==> config.mk <==
export PLATFORM = sky130hd
export DESIGN_NAME = wkc_irq_wake
export DESIGN_NICKNAME = d
export VERILOG_FILES = /design/src/wkc_pkg.sv /design/src/wkc_irq_wake.sv
export SDC_FILE = /design/constraint.sdc
export NUM_CORES = 1
export LEC_CHECK = 0
export BUFFER_PORTS_ARGS = -buffer_cell sky130_fd_sc_hd__buf_2
export CORE_ASPECT_RATIO = 0.6
export CORE_MARGIN = 2
export CORE_UTILIZATION = 31
export CTS_BUF_LIST = sky130_fd_sc_hd__clkbuf_4 sky130_fd_sc_hd__clkbuf_8
export CTS_CLUSTER_DIAMETER = 150
export DETAILED_ROUTE_END_ITERATION = 7
export HOLD_SLACK_MARGIN = 0.02
export PLACE_DENSITY = 0.64
export SLEW_MARGIN = 20
export SYNTH_ARGS = -nofsm -noshare
export SYNTH_HDL_FRONTEND = slang
export SYNTH_SLANG_ARGS = --single-unit
==> constraint.sdc <==
create_clock -name clk_i -period 2.3 [get_ports clk_i]
set_clock_uncertainty 0.2 [all_clocks]
set_input_delay 0.115 -clock clk_i [delete_from_list [all_inputs] [get_ports clk_i]]
set_output_delay 0.115 -clock clk_i [all_outputs]
set_load 0.02 [all_outputs]
==> src/wkc_pkg.sv <==
package wkc_pkg;

  // Register indices; byte address is four times the index
  localparam logic [7:0] WKC_IDX_TIMER_RUN_AND_PIN_FLAGS = 8'h88;
  localparam logic [7:0] WKC_IDX_EXTENDED_IRQ_FLAGS = 8'h91;
  localparam logic [7:0] WKC_IDX_WAKE_SOURCE_MASK = 8'h9F;
  localparam logic [7:0] WKC_IDX_IE = 8'hA8;
  localparam logic [7:0] WKC_IDX_IP = 8'hB8;
  localparam logic [7:0] WKC_IDX_IRQ_ENABLE_EXTENDED = 8'hE8;
  localparam logic [7:0] WKC_IDX_IRQ_PRIORITY_EXTENDED = 8'hF8;

  // Reset values
  localparam logic [7:0] WKC_RST_ZERO = 8'h00;
  localparam logic [7:0] WKC_RST_WAKE_SOURCE_MASK = 8'hFF;

  // Field positions
  localparam int WKC_TIMER_RUN_AND_PIN_FLAGS_TF1 = 7;
  localparam int WKC_TIMER_RUN_AND_PIN_FLAGS_TR1 = 6;
  localparam int WKC_TIMER_RUN_AND_PIN_FLAGS_TF0 = 5;
  localparam int WKC_TIMER_RUN_AND_PIN_FLAGS_TR0 = 4;
  localparam int WKC_TIMER_RUN_AND_PIN_FLAGS_PG1 = 3;
  localparam int WKC_TIMER_RUN_AND_PIN_FLAGS_PG0 = 1;
  localparam int WKC_IE_GLOBAL = 7;
  localparam int WKC_EXTENDED_IRQ_FLAGS_I2CM = 0;

  // Vector layout
  localparam logic [11:0] WKC_VEC_ECC = 12'h07B;
  localparam logic [11:0] WKC_VEC_BKP = 12'h080;
  localparam logic [11:0] WKC_VEC_DBG = 12'h0C0;
  localparam logic [2:0] WKC_VEC_LOW3 = 3'h3;
  localparam logic [3:0] WKC_PAGE_NIBBLE = 4'h7;
  localparam logic [3:0] WKC_SLOT_TF0 = 4'h2;
  localparam logic [3:0] WKC_SLOT_TF1 = 4'h4;

  // Service levels
  localparam logic [1:0] WKC_LVL_LO = 2'h0;
  localparam logic [1:0] WKC_LVL_HI = 2'h1;
  localparam logic [1:0] WKC_LVL_BKP = 2'h2;
  localparam logic [1:0] WKC_LVL_DBG = 2'h3;

  // Sizes
  localparam int WKC_GPIO_N = 8;
  localparam int WKC_DBG_ID_W = 8;
  localparam int WKC_ADR_W = 10;

  // Wake sequencer states
  typedef enum logic [2:0] {
    WKC_W_RUN = 3'b001,
    WKC_W_ASLEEP = 3'b010,
    WKC_W_WAKING = 3'b100
  } wkc_wake_e;

  // Wishbone request from the bus master
  typedef struct packed {
    logic cyc;
    logic stb;
    logic we;
    logic [WKC_ADR_W-1:0] adr;
    logic [3:0] sel;
    logic [31:0] dat;
  } wkc_wb_req_t;

  // Peripheral request and flag lines
  typedef struct packed {
    logic timer0_ovf;
    logic timer1_ovf;
    logic uart0;
    logic timer2;
    logic uart2;
    logic i2cm_evt;
    logic watchdog;
    logic [5:0] ext_flags;
    logic ecc;
  } wkc_src_t;

  // Complete block state
  typedef struct packed {
    logic [7:0] timer_run_and_pin_flags;
    logic i2cm_flag;
    logic [7:0] wake_source_mask;
    logic [7:0] ie;
    logic [7:0] ip;
    logic [7:0] irq_enable_extended;
    logic [7:0] irq_priority_extended;
    logic dbg_pend;
    logic bkp_pend;
    logic [3:0] svc;
    logic [1:0] sel_lvl;
    logic [3:0] sel_slot;
    logic irq_req;
    logic [15:0] irq_vec;
    logic bus_ack;
    logic [7:0] rdat;
    logic [WKC_GPIO_N-1:0] gpio_s1;
    logic [WKC_GPIO_N-1:0] gpio_s2;
    logic [WKC_GPIO_N-1:0] gpio_prev;
    logic [5:0] ext_prev;
    wkc_wake_e wstate;
    logic osc_restart;
  } wkc_state_t;

  localparam wkc_state_t WKC_ST_RESET = '{
    timer_run_and_pin_flags: WKC_RST_ZERO, i2cm_flag: 1'b0, wake_source_mask: WKC_RST_WAKE_SOURCE_MASK,
    ie: WKC_RST_ZERO, ip: WKC_RST_ZERO, irq_enable_extended: WKC_RST_ZERO, irq_priority_extended: WKC_RST_ZERO,
    dbg_pend: 1'b0, bkp_pend: 1'b0, svc: 4'h0, sel_lvl: 2'h0, sel_slot: 4'h0,
    irq_req: 1'b0, irq_vec: 16'h0000, bus_ack: 1'b0, rdat: 8'h00,
    gpio_s1: '0, gpio_s2: '0, gpio_prev: '0, ext_prev: 6'h00,
    wstate: WKC_W_RUN, osc_restart: 1'b0};

endpackage
==> src/wkc_irq_wake.sv <==
// Operation
// - Relocated vectors sit in top 4KB page
// - Debug above breakpoint above all peripherals
// - Debug raised on debug mode and ID match
// - Debug and breakpoint ignore all enable bits
// - Main enable register; global and own bit
// - Extended enable register bit layout
// - One priority bit per source, 1 high
// - Main priority register bit layout
// - Extended priority mirrors extended enable layout
// - Mirrored extended flag bits ignore writes
// - I2C master flag sticky, software clears
// - Extended flags mirror peripheral flags directly
// - Wake mask register, reset all ones
// - Enabled wake restarts oscillator and clock
// - Wake detection is edge based always
// - Wake path independent of interrupt enables
// - Only unclocked sources may wake
// - GPIO edges feed pin groups and wake
// - Timer overflow flags cleared on vectoring
// - Timer control run bits and pin flags
// - Requests sampled each clock, best vectored
// - Software writes only clear flags
// - High before low, then natural order
//
// Local design decision: the Wishbone slave port.
`timescale 1ns/1ns
`default_nettype none

module wkc_irq_wake (
  // Clock and reset
  input wire logic clk_i,
  input wire logic rst_i,
  // Wishbone slave
  input wire wkc_pkg::wkc_wb_req_t wb_req_i,
  output logic wb_ack_o,
  output logic [31:0] wb_dat_o,
  // Peripheral sources
  input wire wkc_pkg::wkc_src_t src_i,
  input wire logic bkp_match_i,
  // Debug port request
  input wire logic i2cs_debug_mode_i,
  input wire logic host_dbg_req_i,
  input wire logic [wkc_pkg::WKC_DBG_ID_W-1:0] host_dbg_id_i,
  input wire logic [wkc_pkg::WKC_DBG_ID_W-1:0] dbg_id_cfg_i,
  // GPIO pins and routing
  input wire logic [wkc_pkg::WKC_GPIO_N-1:0] gpio_i,
  input wire logic [wkc_pkg::WKC_GPIO_N-1:0] pin_route_i,
  input wire logic [wkc_pkg::WKC_GPIO_N-1:0] pin_rise_en_i,
  input wire logic [wkc_pkg::WKC_GPIO_N-1:0] pin_fall_en_i,
  // CPU vectoring
  input wire logic vector_relocate_select_i,
  input wire logic irq_ack_i,
  input wire logic reti_i,
  output logic irq_req_o,
  output logic [15:0] irq_vector_o,
  // Low power control
  input wire logic low_power_i,
  output logic osc_restart_o,
  // Timer run enables
  output logic timer0_run_o,
  output logic timer1_run_o
);
  import wkc_pkg::*;

  wkc_state_t st;
  wkc_state_t nx;
  logic [15:0] req;
  logic [15:0] en;
  logic [15:0] hi;
  logic [15:0] act;
  logic [4:0] hi_pick;
  logic [4:0] lo_pick;
  logic [WKC_GPIO_N-1:0] rise;
  logic [WKC_GPIO_N-1:0] fall;
  logic [WKC_GPIO_N-1:0] pin_evt;
  logic [1:0] grp_evt;
  logic [7:0] wake_hit;
  logic bus_go;
  logic bus_wr;
  logic [7:0] bidx;
  logic [7:0] wd;
  logic dbg_hit;

  // Lowest set index, with found flag in the top bit
  function automatic logic [4:0] first_set(input logic [15:0] v);
    logic [4:0] r;
    r = 5'h00;
    for (int i = 15; i >= 0; i--) begin
      if (v[i]) begin
        r = {1'b1, 4'(i)};
      end
    end
    return r;
  endfunction

  // Vector address of a peripheral slot
  function automatic logic [15:0] slot_vec(input logic reloc, input logic [3:0] slot);
    logic [11:0] off;
    off = (slot == 4'h0) ? WKC_VEC_ECC : {5'h00, 4'(slot - 4'h1), WKC_VEC_LOW3};
    return {reloc ? WKC_PAGE_NIBBLE : 4'h0, off};
  endfunction

  // Request, enable and priority per natural slot
  always_comb begin
    req = {src_i.ext_flags[5:3], src_i.watchdog, src_i.ext_flags[2:0], st.i2cm_flag,
           src_i.uart2, src_i.timer2, src_i.uart0, st.timer_run_and_pin_flags[WKC_TIMER_RUN_AND_PIN_FLAGS_TF1],
           st.timer_run_and_pin_flags[WKC_TIMER_RUN_AND_PIN_FLAGS_PG1], st.timer_run_and_pin_flags[WKC_TIMER_RUN_AND_PIN_FLAGS_TF0], st.timer_run_and_pin_flags[WKC_TIMER_RUN_AND_PIN_FLAGS_PG0], src_i.ecc};
    en = {st.irq_enable_extended, st.ie[6:0], 1'b1};
    hi = {st.irq_priority_extended, st.ip[6:0], 1'b0};
    act = req & en & {16{st.ie[WKC_IE_GLOBAL]}};
    hi_pick = first_set(act & hi);
    lo_pick = first_set(act & ~hi);
  end

  // GPIO edge detection and group routing
  always_comb begin
    rise = st.gpio_s2 & ~st.gpio_prev;
    fall = ~st.gpio_s2 & st.gpio_prev;
    pin_evt = (rise & pin_rise_en_i) | (fall & pin_fall_en_i);
    grp_evt[0] = |(pin_evt & ~pin_route_i);
    grp_evt[1] = |(pin_evt & pin_route_i);
    // Edge of each unclocked source, masked; enables play no part
    wake_hit = {src_i.ext_flags & ~st.ext_prev, grp_evt} & st.wake_source_mask;
  end

  // Bus decode
  always_comb begin
    bus_go = wb_req_i.cyc && wb_req_i.stb && !st.bus_ack;
    bus_wr = wb_req_i.cyc && wb_req_i.stb && wb_req_i.we && st.bus_ack && wb_req_i.sel[0];
    bidx = wb_req_i.adr[WKC_ADR_W-1:2];
    wd = wb_req_i.dat[7:0];
    dbg_hit = i2cs_debug_mode_i && host_dbg_req_i && (host_dbg_id_i == dbg_id_cfg_i);
  end

  // Next state
  always_comb begin
    nx = st;
    // Pin synchronisers and edge history
    nx.gpio_s1 = gpio_i;
    nx.gpio_s2 = st.gpio_s1;
    nx.gpio_prev = st.gpio_s2;
    nx.ext_prev = src_i.ext_flags;

    // Register writes, taken at the acknowledged edge
    nx.bus_ack = bus_go;
    if (bus_wr) begin
      case (bidx)
        WKC_IDX_TIMER_RUN_AND_PIN_FLAGS: begin
          nx.timer_run_and_pin_flags[WKC_TIMER_RUN_AND_PIN_FLAGS_TR1] = wd[WKC_TIMER_RUN_AND_PIN_FLAGS_TR1];
          nx.timer_run_and_pin_flags[WKC_TIMER_RUN_AND_PIN_FLAGS_TR0] = wd[WKC_TIMER_RUN_AND_PIN_FLAGS_TR0];
          nx.timer_run_and_pin_flags[WKC_TIMER_RUN_AND_PIN_FLAGS_PG1] = st.timer_run_and_pin_flags[WKC_TIMER_RUN_AND_PIN_FLAGS_PG1] & wd[WKC_TIMER_RUN_AND_PIN_FLAGS_PG1];
          nx.timer_run_and_pin_flags[WKC_TIMER_RUN_AND_PIN_FLAGS_PG0] = st.timer_run_and_pin_flags[WKC_TIMER_RUN_AND_PIN_FLAGS_PG0] & wd[WKC_TIMER_RUN_AND_PIN_FLAGS_PG0];
        end
        WKC_IDX_EXTENDED_IRQ_FLAGS: nx.i2cm_flag = st.i2cm_flag & wd[WKC_EXTENDED_IRQ_FLAGS_I2CM];
        WKC_IDX_WAKE_SOURCE_MASK: nx.wake_source_mask = wd;
        WKC_IDX_IE: nx.ie = wd;
        WKC_IDX_IP: nx.ip = {1'b0, wd[6:0]};
        WKC_IDX_IRQ_ENABLE_EXTENDED: nx.irq_enable_extended = wd;
        WKC_IDX_IRQ_PRIORITY_EXTENDED: nx.irq_priority_extended = wd;
        default: nx.ie = st.ie;
      endcase
    end

    // Read data, latched with the acknowledge
    nx.rdat = st.rdat;
    if (bus_go) begin
      case (bidx)
        WKC_IDX_TIMER_RUN_AND_PIN_FLAGS: nx.rdat = {st.timer_run_and_pin_flags[7:4], st.timer_run_and_pin_flags[3], 1'b0, st.timer_run_and_pin_flags[1], 1'b0};
        WKC_IDX_EXTENDED_IRQ_FLAGS: nx.rdat = {src_i.ext_flags[5:3], 1'b0, src_i.ext_flags[2:0],
                                 st.i2cm_flag};
        WKC_IDX_WAKE_SOURCE_MASK: nx.rdat = st.wake_source_mask;
        WKC_IDX_IE: nx.rdat = st.ie;
        WKC_IDX_IP: nx.rdat = st.ip;
        WKC_IDX_IRQ_ENABLE_EXTENDED: nx.rdat = st.irq_enable_extended;
        WKC_IDX_IRQ_PRIORITY_EXTENDED: nx.rdat = st.irq_priority_extended;
        default: nx.rdat = 8'h00;
      endcase
    end

    // Vectoring clears hardware-cleared flags and pending debug events
    if (irq_ack_i && st.irq_req) begin
      if (st.sel_lvl == WKC_LVL_DBG) begin
        nx.dbg_pend = 1'b0;
      end else if (st.sel_lvl == WKC_LVL_BKP) begin
        nx.bkp_pend = 1'b0;
      end else if (st.sel_slot == WKC_SLOT_TF0) begin
        nx.timer_run_and_pin_flags[WKC_TIMER_RUN_AND_PIN_FLAGS_TF0] = 1'b0;
      end else if (st.sel_slot == WKC_SLOT_TF1) begin
        nx.timer_run_and_pin_flags[WKC_TIMER_RUN_AND_PIN_FLAGS_TF1] = 1'b0;
      end
    end

    // Hardware sets win over any clear in the same cycle
    if (src_i.timer0_ovf) begin
      nx.timer_run_and_pin_flags[WKC_TIMER_RUN_AND_PIN_FLAGS_TF0] = 1'b1;
    end
    if (src_i.timer1_ovf) begin
      nx.timer_run_and_pin_flags[WKC_TIMER_RUN_AND_PIN_FLAGS_TF1] = 1'b1;
    end
    if (grp_evt[0]) begin
      nx.timer_run_and_pin_flags[WKC_TIMER_RUN_AND_PIN_FLAGS_PG0] = 1'b1;
    end
    if (grp_evt[1]) begin
      nx.timer_run_and_pin_flags[WKC_TIMER_RUN_AND_PIN_FLAGS_PG1] = 1'b1;
    end
    if (src_i.i2cm_evt) begin
      nx.i2cm_flag = 1'b1;
    end
    if (dbg_hit) begin
      nx.dbg_pend = 1'b1;
    end
    if (bkp_match_i) begin
      nx.bkp_pend = 1'b1;
    end

    // In-service levels: return pops the highest, vectoring pushes one
    if (reti_i) begin
      if (st.svc[3]) begin
        nx.svc[3] = 1'b0;
      end else if (st.svc[2]) begin
        nx.svc[2] = 1'b0;
      end else if (st.svc[1]) begin
        nx.svc[1] = 1'b0;
      end else begin
        nx.svc[0] = 1'b0;
      end
    end
    if (irq_ack_i && st.irq_req) begin
      nx.svc[st.sel_lvl] = 1'b1;
    end

    // Arbitration, sampled every edge, withdrawn while being taken
    nx.irq_req = 1'b0;
    if (!(irq_ack_i && st.irq_req)) begin
      if (st.dbg_pend && !st.svc[3]) begin
        nx.irq_req = 1'b1;
        nx.sel_lvl = WKC_LVL_DBG;
        nx.irq_vec = {vector_relocate_select_i ? WKC_PAGE_NIBBLE : 4'h0, WKC_VEC_DBG};
      end else if (st.bkp_pend && st.svc[3:2] == 2'h0) begin
        nx.irq_req = 1'b1;
        nx.sel_lvl = WKC_LVL_BKP;
        nx.irq_vec = {vector_relocate_select_i ? WKC_PAGE_NIBBLE : 4'h0, WKC_VEC_BKP};
      end else if (hi_pick[4] && st.svc[3:1] == 3'h0) begin
        nx.irq_req = 1'b1;
        nx.sel_lvl = WKC_LVL_HI;
        nx.sel_slot = hi_pick[3:0];
        nx.irq_vec = slot_vec(vector_relocate_select_i, hi_pick[3:0]);
      end else if (lo_pick[4] && st.svc == 4'h0) begin
        nx.irq_req = 1'b1;
        nx.sel_lvl = WKC_LVL_LO;
        nx.sel_slot = lo_pick[3:0];
        nx.irq_vec = slot_vec(vector_relocate_select_i, lo_pick[3:0]);
      end
    end

    // Wake sequencer
    case (st.wstate)
      WKC_W_RUN: begin
        nx.osc_restart = 1'b0;
        if (low_power_i) begin
          nx.wstate = WKC_W_ASLEEP;
        end
      end
      WKC_W_ASLEEP: begin
        if (!low_power_i) begin
          nx.wstate = WKC_W_RUN;
        end else if (|wake_hit) begin
          nx.wstate = WKC_W_WAKING;
          nx.osc_restart = 1'b1;
        end
      end
      WKC_W_WAKING: begin
        if (!low_power_i) begin
          nx.wstate = WKC_W_RUN;
          nx.osc_restart = 1'b0;
        end
      end
      default: begin
        nx.wstate = WKC_W_RUN;
        nx.osc_restart = 1'b0;
      end
    endcase
  end

  // State register
  always_ff @(posedge clk_i) begin
    if (rst_i) begin
      st <= WKC_ST_RESET;
    end else begin
      st <= nx;
    end
  end

  // Outputs from the state register
  assign wb_ack_o = st.bus_ack;
  assign wb_dat_o = {24'h000000, st.rdat};
  assign irq_req_o = st.irq_req;
  assign irq_vector_o = st.irq_vec;
  assign osc_restart_o = st.osc_restart;
  assign timer0_run_o = st.timer_run_and_pin_flags[WKC_TIMER_RUN_AND_PIN_FLAGS_TR0];
  assign timer1_run_o = st.timer_run_and_pin_flags[WKC_TIMER_RUN_AND_PIN_FLAGS_TR1];
endmodule // wkc_irq_wake

`default_nettype wire

## Word-level counts from Yosys, hierarchy flattened

Cells that the tools add are included.

| word-level totals | value |
|---|---|
| bits in registers | 118 |
| word-level logic and storage cells | 224 |

| cells by class | value |
|---|---|
| add/sub/neg operators | 2 |
| $lt $le $gt $ge | 2 |
| eq/ne operators | 26 |
| muxes and demuxes | 86 |
| bitwise gates (word level) | 25 |
| reduce and logical (&&, ||, !) cells | 57 |

Operators with widths:

| operator | count |
|---|---|
| 5-bit 2-to-1 mux | 32 |
| 16-bit AND | 4 |
| 8-bit AND | 7 |
| 8-bit == test, second input constant | 7 |
| 8-bit case mux with 7 select lines | 1 |
| 23-bit 2-to-1 mux | 2 |
| 41-bit 2-to-1 mux | 1 |
| 17-bit 2-to-1 mux | 2 |
| 8-bit 2-to-1 mux | 4 |
| 2-bit nonzero test | 15 |
| 1-bit 2-to-1 mux | 27 |
| 8-bit NOT | 3 |
| 8-bit OR reduction | 3 |
| 2-bit AND reduction | 11 |
| 7-bit 2-to-1 mux | 3 |
| 2-bit != test, second input constant | 10 |
| 4-bit 2-to-1 mux | 4 |
| 16-bit NOT | 1 |
| 1-bit logical AND | 13 |
| 4-bit zero test | 3 |
| 3-bit 2-to-1 mux | 4 |
| 4-bit case mux with 3 select lines | 1 |
| 3-bit AND reduction | 3 |
| 8-bit == test | 1 |
| other kinds (25) | 36 |

## Depth between registers and ports, before layout

Gate-level depths: netlist of run 1.

| depth | value |
|---|---|
| depth in word-level cells | 25 |
| mapped depth | 12 |
| depth with buffers taken out | 11 |

## Least setup slack after synthesis of run 1

No wires, ideal clock.

| path | value |
|---|---|
| path type | reg2reg |
| start point | register st[103] (netlist bit) |
| end point | register st (netlist bit irq_vector_o[6]) |
| setup time | 0.101 ns |
| arrival time | 2.240 ns |
| required time | 1.999 ns |
| slack | -0.241 ns |
| cell stages (with the launch flop) | 12 |
| buffers on the path | 1 |
| clock period less this slack | 2.541 ns |
| cells stage by stage | dfxtp_1 clkbuf_1 and4_1 a211oi_1 o211ai_1 a31oi_1 o21ai_0 ha_1 and2_1 o31ai_1 a211o_1 o41ai_1 |

| on the way | value |
|---|---|
| word-level cells in the longest chain between the ends | 24 |

RTL lines:

| what | line | text |
|---|---|---|
| start: declaration | wkc_irq_wake.sv:66 | `wkc_state_t st;` |
| start signal: assignment | wkc_irq_wake.sv:291 | `st <= nx;` |
| 16-bit AND (*) | wkc_irq_wake.sv:111 | `act = req & en & {16{st.ie[WKC_IE_GLOBAL]}};` |
| 16-bit AND | wkc_irq_wake.sv:113 | `lo_pick = first_set(act & ~hi);` |
| 5-bit 2-to-1 mux (16 in series) | wkc_irq_wake.sv:90 | `if (v[i]) begin` |
| 4-bit by 1-bit subtractor with 4-bit output / 4-bit zero test (equally long branches) | wkc_irq_wake.sv:100 | `off = (slot == 4'h0) ? WKC_VEC_ECC : {5'h00, 4'(slot - 4'h1), WKC_VEC_LOW3};` |
| 7-bit 2-to-1 mux | wkc_irq_wake.sv:100 |  |
| 23-bit 2-to-1 mux | wkc_irq_wake.sv:249 | `end else if (lo_pick[4] && st.svc == 4'h0) begin` |
| 23-bit 2-to-1 mux | wkc_irq_wake.sv:244 | `end else if (hi_pick[4] && st.svc[3:1] == 3'h0) begin` |
| 17-bit 2-to-1 mux | wkc_irq_wake.sv:240 | `end else if (st.bkp_pend && st.svc[3:2] == 2'h0) begin` |
| 17-bit 2-to-1 mux | wkc_irq_wake.sv:236 | `if (st.dbg_pend && !st.svc[3]) begin` |

Every way passes the cells marked *; elsewhere a longest branch is shown, timed or not. The select of a mux whose other input is x is not followed.
A chain may end at the register's enable or synchronous reset.

## Worst setup path in the final report of run 1

| path | value |
|---|---|
| start point | register st[103] (netlist bit) |
| end point | register st[60] (netlist bit) |

| on the way | value |
|---|---|
| word-level cells in the longest chain between the ends | 21 |

RTL lines:

| what | line |
|---|---|
| 16-bit AND (*) | wkc_irq_wake.sv:111 |
| 16-bit AND (on tied branches) | wkc_irq_wake.sv:112, wkc_irq_wake.sv:113 |
| 5-bit 2-to-1 mux (16 in series) | wkc_irq_wake.sv:90 |
| 1-bit logical AND (on tied branches) | wkc_irq_wake.sv:244, wkc_irq_wake.sv:249 |
| 2-bit nonzero test (no source line) | -- |
| 4-bit AND reduction (no source line) | -- |

Marks and branches as above.

==> metrics, run 1 <==
Inserted Clock Buffers 9; post-synth top area share 36.75%; syn avg cell area 8.677 um2; Hold WC Path Type input port to register; average via count per standard cell 5.176; number of antenna-violating nets in the routed design 0; Critical path origin st[103]$_SDFFE_PP0P_; max_cap viols 0; proportion of synthesized flip-flops having asynchronous set or reset 0%; synthesis-to-layout area growth 41.22%; maximum number of pins on one net before global-route repair 55; Netlist Area Pre-Place 5883 um2; placed cells 1096; average wire per cell in the routed design 16.90 um; Critical Path Source Type register; detailed-router iteration count before antenna repair 7; via count 6103; die height 110.7 um; master of the slowest instance on the critical path dfxtp_4; clock transition at the registers of the reported paths 130 ps; Buf/Inv on CP 5; number of top-level design ports 173; final worst path period share 116.2%; Clock Sink Count 108; clock root cell clkbuf_8; Overflow after GRT 0; result of the run complete, but fails checks; cell-internal power 0.002572 W; violated checks negative setup slack; wire length of the first global-routing pass 30.58 mm; Routed Wire Length 19.92 mm; fin worst setup slack -372.1 ps; leak pwr 3.665 nW; final instance count without filler cells 1179; total power 0.003643 W; setup slack at placement -344.0 ps; crit path DAT 2740 ps; Max clock buf depth 2; transition time at the pin with the least slew margin 607.9 ps; leading cell type in the layout, fill and taps excluded buf_4; clock tree from TritonCTS done; largest cells by area after synthesis dfxtp_1, mux2i_1, buf_4; Final Hold Viols 0; kind of end point of the critical path register; later-pin clock latency in the skew report 400 ps; upper clock frequency limit 374.2 MHz; worst endpoint required time 2370 ps; Clock power frac 34.1%; Horiz. Die Dim 181.8 um; clock period minus worst slack 2672 ps; Crit Path Class register to register; number of enable flip-flop cells after synthesis 0; vias in the first global route 5565; max-slew violations 0; area of the placeable core 18310 um2; total half-perimeter wirelength after legalization and detailed placement 15.01 mm; flip-flop and latch count after synthesis 108; Clock H-tree levels 3; antenna diode instance count 0; global placement routability congestion 0.9326; Max Fanout on Critical Path 13; Die Area 20130 um2; DRC violation count after routing 0; dominant cell type by area after synthesis dfxtp_1; unrepaired setup endpoints after global routing true; Worst Hold Launch pin_route_i[7]; post-synthesis cell type count 69; placement-stage cell area 7258 um2; top flip-flop cell by instance count after synthesis dfxtp_1; worst path cell trace buf_12 -> buf_6 -> nand4b_1 -> nand4_1 -> o41ai_2 -> buf_4 -> buf_4 -> a221oi_4 -> buf_6 -> o311a_4 -> nor3_2; Rows 38; design area 8308 um2; Sw Ratio 29.39%; switching power 0.001070 W; Yosys Warn Count 0; fraction of final layout cells sized beyond drive strength 1 33.01%; cell type group with the largest total delay on the critical path buffers and inverters; power share of the combinational group 12.7%; Final setup violation count 13; Max transition margin 59.48%; DRC marker count from the first detailed-route iteration 655; RR Startpoint st[103]$_SDFFE_PP0P_; effective utilization at floorplan 32.14%; Overall Global Routing Usage 19.38%; Seq pwr share 53.2%; stage delay of the slowest cell on the critical path 380 ps; net count of the finished layout 1058; post-synthesis cell count 678; Port Buffer Count 113; fraction of the yosys area taken by sequential cells 36.75%; pwr dens 438.5 nW/um2; top library cells by usage in the layout, fill and taps aside buf_4, buf_2, dfxtp_1, nor2_1, dlygate4sd3_1; Max VDD drop 0.2370 mV; number of antenna violations at the first check in global routing 0
-- metal layers --
| layer | share of wire (%) | global-route usage (%) | vias to the layer above | wire length (um) |
|---|---|---|---|---|
| met5 | 0 | 0 | - | 0 |
| li1 | - | - | 2913 | - |
| met3 | 10 | 5.749 | 15 | 2009 |
| met1 | 51 | 30.63 | 2888 | 10150 |
| met4 | 0.72 | 3.360 | 0 | 143 |
| met2 | 38 | 25.31 | 287 | 7626 |
-- state kept, by name (all words and copies together), names as in the netlist --
| signal | count |
|---|---|
| wb_dat_o | 8 |
| irq_req_o | 1 |
| timer1_run_o | 1 |
| hi | 15 |
| irq_vector_o | 7 |
| req | 5 |
| wb_ack_o | 1 |
| timer0_run_o | 1 |
| st | 37 |
| osc_restart_o | 1 |
| nx | 16 |
| en | 15 |
-- power by group through the flow --
stage / clock [W] / combinational [W] / sequential [W]
6_report: 0.00124 / 0.000462 / 0.00194
5_1_grt: 0.00133 / 0.000500 / 0.00194
4_1_cts: 0.00127 / 0.000448 / 0.00194
3_5_place_dp: 0 / 0.000380 / 0.00198
3_3_place_gp: 0 / 0.000376 / 0.00198
2_1_floorplan: 0 / 0.000237 / 0.00197
-- cell usage after synthesis (all sizes together), types with 7 or more instances --
master    n
nor2     74
and4      7
or3       8
a21oi    26
o21a      9
nand2    45
nand3    13
nand4    27
nand2b   13
clkbuf   13
a211o     9
nand4b   15
dfxtp   108
nor3     11
a211oi    8
nand3b   13
buf      59
o21ai    30
inv      10
a22oi     8
mux2i    47
nor2b    40
-- worst min-delay path, delay by kind of cell --
kind                   cells  cell delay (ps)
buffers and inverters      2              220
AOI/OAI and AO/OA          2              300
and+or+nand+nor            2              110
-- final timing paths --
| kind | to | slack [ps] | cells after the start |
|---|---|---|---|
| setup / recovery | st[60]$_SDFFE_PP0P_ | -370 | 11 |
| hold / removal | req[1]$_SDFFE_PP0P_ | 160 | 6 |
| setup reg to reg | st[60]$_SDFFE_PP0P_ | -370 | 11 |
| hold reg to reg | nx[16]$_SDFF_PP0_ | 250 | 1 |
-- per-stage QoR --
stage	utilization (%)	hold WS (ps)	setup TNS (ps)
floorplan	-	32.43	-30.94
global placement	39.65	122.8	-2836
detailed placement	39.65	129.2	-3073
CTS	44.51	44.58	-2204
global route	45.39	186.1	-4791
finish	45.39	164.9	-3839
-- cell type report --
cell class                      count  area, um2
Fill cell                        1765       9997
Timing Repair Buffer              288       2076
Inverter                           10      37.54
Sequential cell                   108       2172
Multi-Input combinational cell    517       3510
Tap cell                          240      300.3
Clock buffer                        9      123.9
Clock inverter                      7      88.84
-- repair_timing --
action,in CTS,in global routing
endpoints found under the setup margin,13,19
pin swaps,19,13
setup buffers,12,8
cloned,0,1
hold buffers,47,0
resized for setup,30,24
hold endpoints to repair,87,0
-- logic make-up (layout without fill, tap and decap cells) --
| kind of cell | count (synthesis) | in the layout | share of synthesized area [%] |
|---|---|---|---|
| AO/OA/AOI/OAI | 136 | 136 | 16.55 |
| XOR/XNOR | 9 | 9 | 1.340 |
| AND/OR/NAND/NOR | 289 | 289 | 27.63 |
| other | 1 | 30 | 0.06374 |
| multiplexers | 49 | 49 | 8.379 |
| flip-flops | 108 | 108 | 36.75 |
| adder cells (fa/ha/maj) | 4 | 4 | 0.8507 |
| buffers and inverters | 82 | 314 | 8.443 |
(Power assumes the default switching activity.)
==> run 2: changes to the inputs <==
==> constraint.sdc (replaced) <==
create_clock -name clk_i -period 2.39 [get_ports clk_i]
set_clock_uncertainty 0.2 [all_clocks]
set_input_delay 0.1195 -clock clk_i [delete_from_list [all_inputs] [get_ports clk_i]]
set_output_delay 0.1195 -clock clk_i [all_outputs]
set_load 0.02 [all_outputs]
==> run 2 against run 1 <==
Compared with the run above:
- the run still ends with negative setup slack left
- cell area decreased by 1.4%
- critical path depth is the same
- maximum frequency decreased by 0.61%
- sequential cell count unchanged
- clock power is 6% lower
- combinational power decreased by 5.8%
- register-to-register slack better by 70 ps
- first-iteration DRC count decreased by 13%
- via count is 1.9% lower
==> metrics, run 2 (synthesis results as in run 1) <==
result of the run complete, but fails checks; violated checks negative setup slack; Overall Global Routing Usage 18.56% (-0.81 points); Max Fanout on Critical Path 8 (-5); clock transition at the registers of the reported paths 120 ps (about the same); clock tree from TritonCTS done; Clock H-tree levels 3 (unchanged); top register by number of flip-flops st; average wire per cell in the routed design 16.39 um (-3.0%); Clock Sink Count 108 (unchanged); GRT busiest layer met1; worst endpoint required time 2500 ps (+130 ps); DRC violation count after routing 0 (unchanged); wire length of the first global-routing pass 29.67 mm (-3.0%); fin worst setup slack -298.6 ps (+73.50 ps); clock root cell clkbuf_8; transition time at the pin with the least slew margin 536.5 ps (-71.36 ps); leak pwr 3.592 nW (-2.0%); met3 track demand over resource in global routing 4.698% (-1.1 points); average via count per standard cell 5.106 (-1.4%); number of antenna-violating nets in the routed design 0 (unchanged); setup slack at placement -337.1 ps (+6.862 ps); worst path cell trace buf_6 -> and4_4 -> a211oi_2 -> o211ai_1 -> a31oi_2 -> o21ai_2 -> ha_2 -> and2_4 -> o31ai_2 -> a211o_1 -> o41ai_2; net count of the finished layout 1050 (-0.76%); effective utilization at floorplan 32.14% (unchanged); setup tns final -1744 ps (+2096 ps); placement-stage cell area 7194 um2 (-0.88%); Max transition margin 63.99% (+4.5 points); met1 track demand over resource 27.99% (-2.6 points); placed cells 1088 (-0.73%); total power 0.003469 W (-4.8%); vias in the first global route 5492 (-1.3%); top library cells by usage in the layout, fill and taps aside buf_4, buf_2, dfxtp_1, nor2_1, mux2i_1; DRC marker count from the first detailed-route iteration 571 (-13%); number of top-level design ports 173 (unchanged); number of antenna violations at the first check in global routing 1 (+1); Horiz. Die Dim 181.8 um (unchanged); Max VDD drop 0.2412 mV (+1.8%); via count 5984 (-1.9%); Max clock buf depth 2 (unchanged); kind of end point of the critical path register; Critical Path Source Type register; Routed Wire Length 19.21 mm (-3.6%); Crit Path Class register to register; synthesis-to-layout area growth 39.26%; clock period minus worst slack 2689 ps (+16.50 ps); leading cell type in the layout, fill and taps excluded buf_4; fraction of final layout cells sized beyond drive strength 1 32.22% (-0.79 points); upper clock frequency limit 371.9 MHz (-0.61%); max_cap viols 0 (unchanged); Final setup violation count 12 (-1); final instance count without filler cells 1172 (-0.59%); die height 110.7 um (unchanged); crit path DAT 2800 ps (+60 ps); stage delay of the slowest cell on the critical path 440 ps (+60 ps); area of the placeable core 18310 um2 (unchanged); Inserted Clock Buffers 9 (unchanged); Final Hold Viols 0 (unchanged); final worst path period share 112.5% (-3.7 points); maximum number of pins on one net before global-route repair 52 (-5.5%); pwr dens 423.4 nW/um2 (-3.4%); max-slew violations 0 (unchanged); master of the slowest instance on the critical path dfxtp_4; unrepaired setup endpoints after global routing true; global placement routability congestion 0.9499 (+1.9%); Hold WC Path Type input port to register; Overflow after GRT 0 (unchanged); later-pin clock latency in the skew report 390 ps (about the same); detailed-router iteration count before antenna repair 6 (-1); design area 8193 um2 (-1.4%); Port Buffer Count 113 (unchanged); number of flip-flops in the largest register 37 (unchanged); GRT met2 Usage 26.21% (+0.89 points); Rows 38 (unchanged); total half-perimeter wirelength after legalization and detailed placement 14.21 mm (-5.3%); Die Area 20130 um2 (unchanged)
## run 2: cell types whose count changed in the layout (fill, tap and decap cells not counted), sizes merged
cell / previous run / this run
clkinv: 4 / 3
dlygate4sd3: 46 / 43
dlymetal6s4s: 1 / 0
diode: 0 / 1
buf: 241 / 237
inv: 13 / 14
## run 2: worst paths after layout
kind / from / to / slack (ps) / cells after the start
worst max-delay path: st[103]$_SDFFE_PP0P_ / irq_vector_o[6]$_SDFFE_PP0P_ / -300 / 11
worst min-delay path: irq_ack_i / irq_vector_o[3]$_SDFFE_PP0P_ / 40 / 5
worst max register to register: st[103]$_SDFFE_PP0P_ / irq_vector_o[6]$_SDFFE_PP0P_ / -300 / 11
worst min register to register: nx[19]$_SDFF_PP0_ / nx[11]$_SDFF_PP0_ / 250 / 1
## run 2: critical path: cells and delay by family, from the launching register on
family,cells,cell delay (ps)
DFF,1,440
AOI/OAI and AO/OA,7,1260
adders and majority gates,1,220
and+or+nand+nor,2,360
buffers and inverters,1,140
## run 2: stage by stage
step                      hold slack, ps  util (%)
after floorplan                    36.93         -
after global placement             128.1     39.30
after detailed placement           135.3     39.30
after CTS                          37.41     44.13
after global routing               68.88     44.76
final                              41.76     44.76
## run 2: repair_timing
item | in CTS | in global routing
endpoints found under the hold margin | 82 | 0
pin swaps | 17 | 22
hold buffers | 43 | 0
buffers inserted | 19 | 6
gates resized for setup | 26 | 23
setup endpoints to repair | 13 | 14
## run 2: power by group
group | internal (W) | switching (W) | total (W) | leakage [nW]
registers | 0.00184 | 0.0000271 | 0.00186 | 0.880
clock network | 0.000428 | 0.000742 | 0.00117 | 0.107
logic | 0.000202 | 0.000233 | 0.000435 | 2.60
total | 0.00247 | 0.00100 | 0.00347 | 3.59
## run 2: cell type report
class	instances	area, um2
Fill cell	1769	10110
Multi-Input combinational cell	517	3498
Sequential cell	108	2167
Timing Repair Buffer	280	1977
Tap cell	240	300.3
Clock buffer	9	123.9
Clock inverter	7	86.33
Inverter	10	37.54
Antenna cell	1	2.502
## run 2: metal layers
| layer | vias up | part of all wire [%] |
|---|---|---|
| met3 | 31 | 8.0 |
| met5 | - | 0 |
| met4 | 0 | 1.8 |
| met2 | 226 | 41 |
| li1 | 2891 | - |
| met1 | 2836 | 49 |
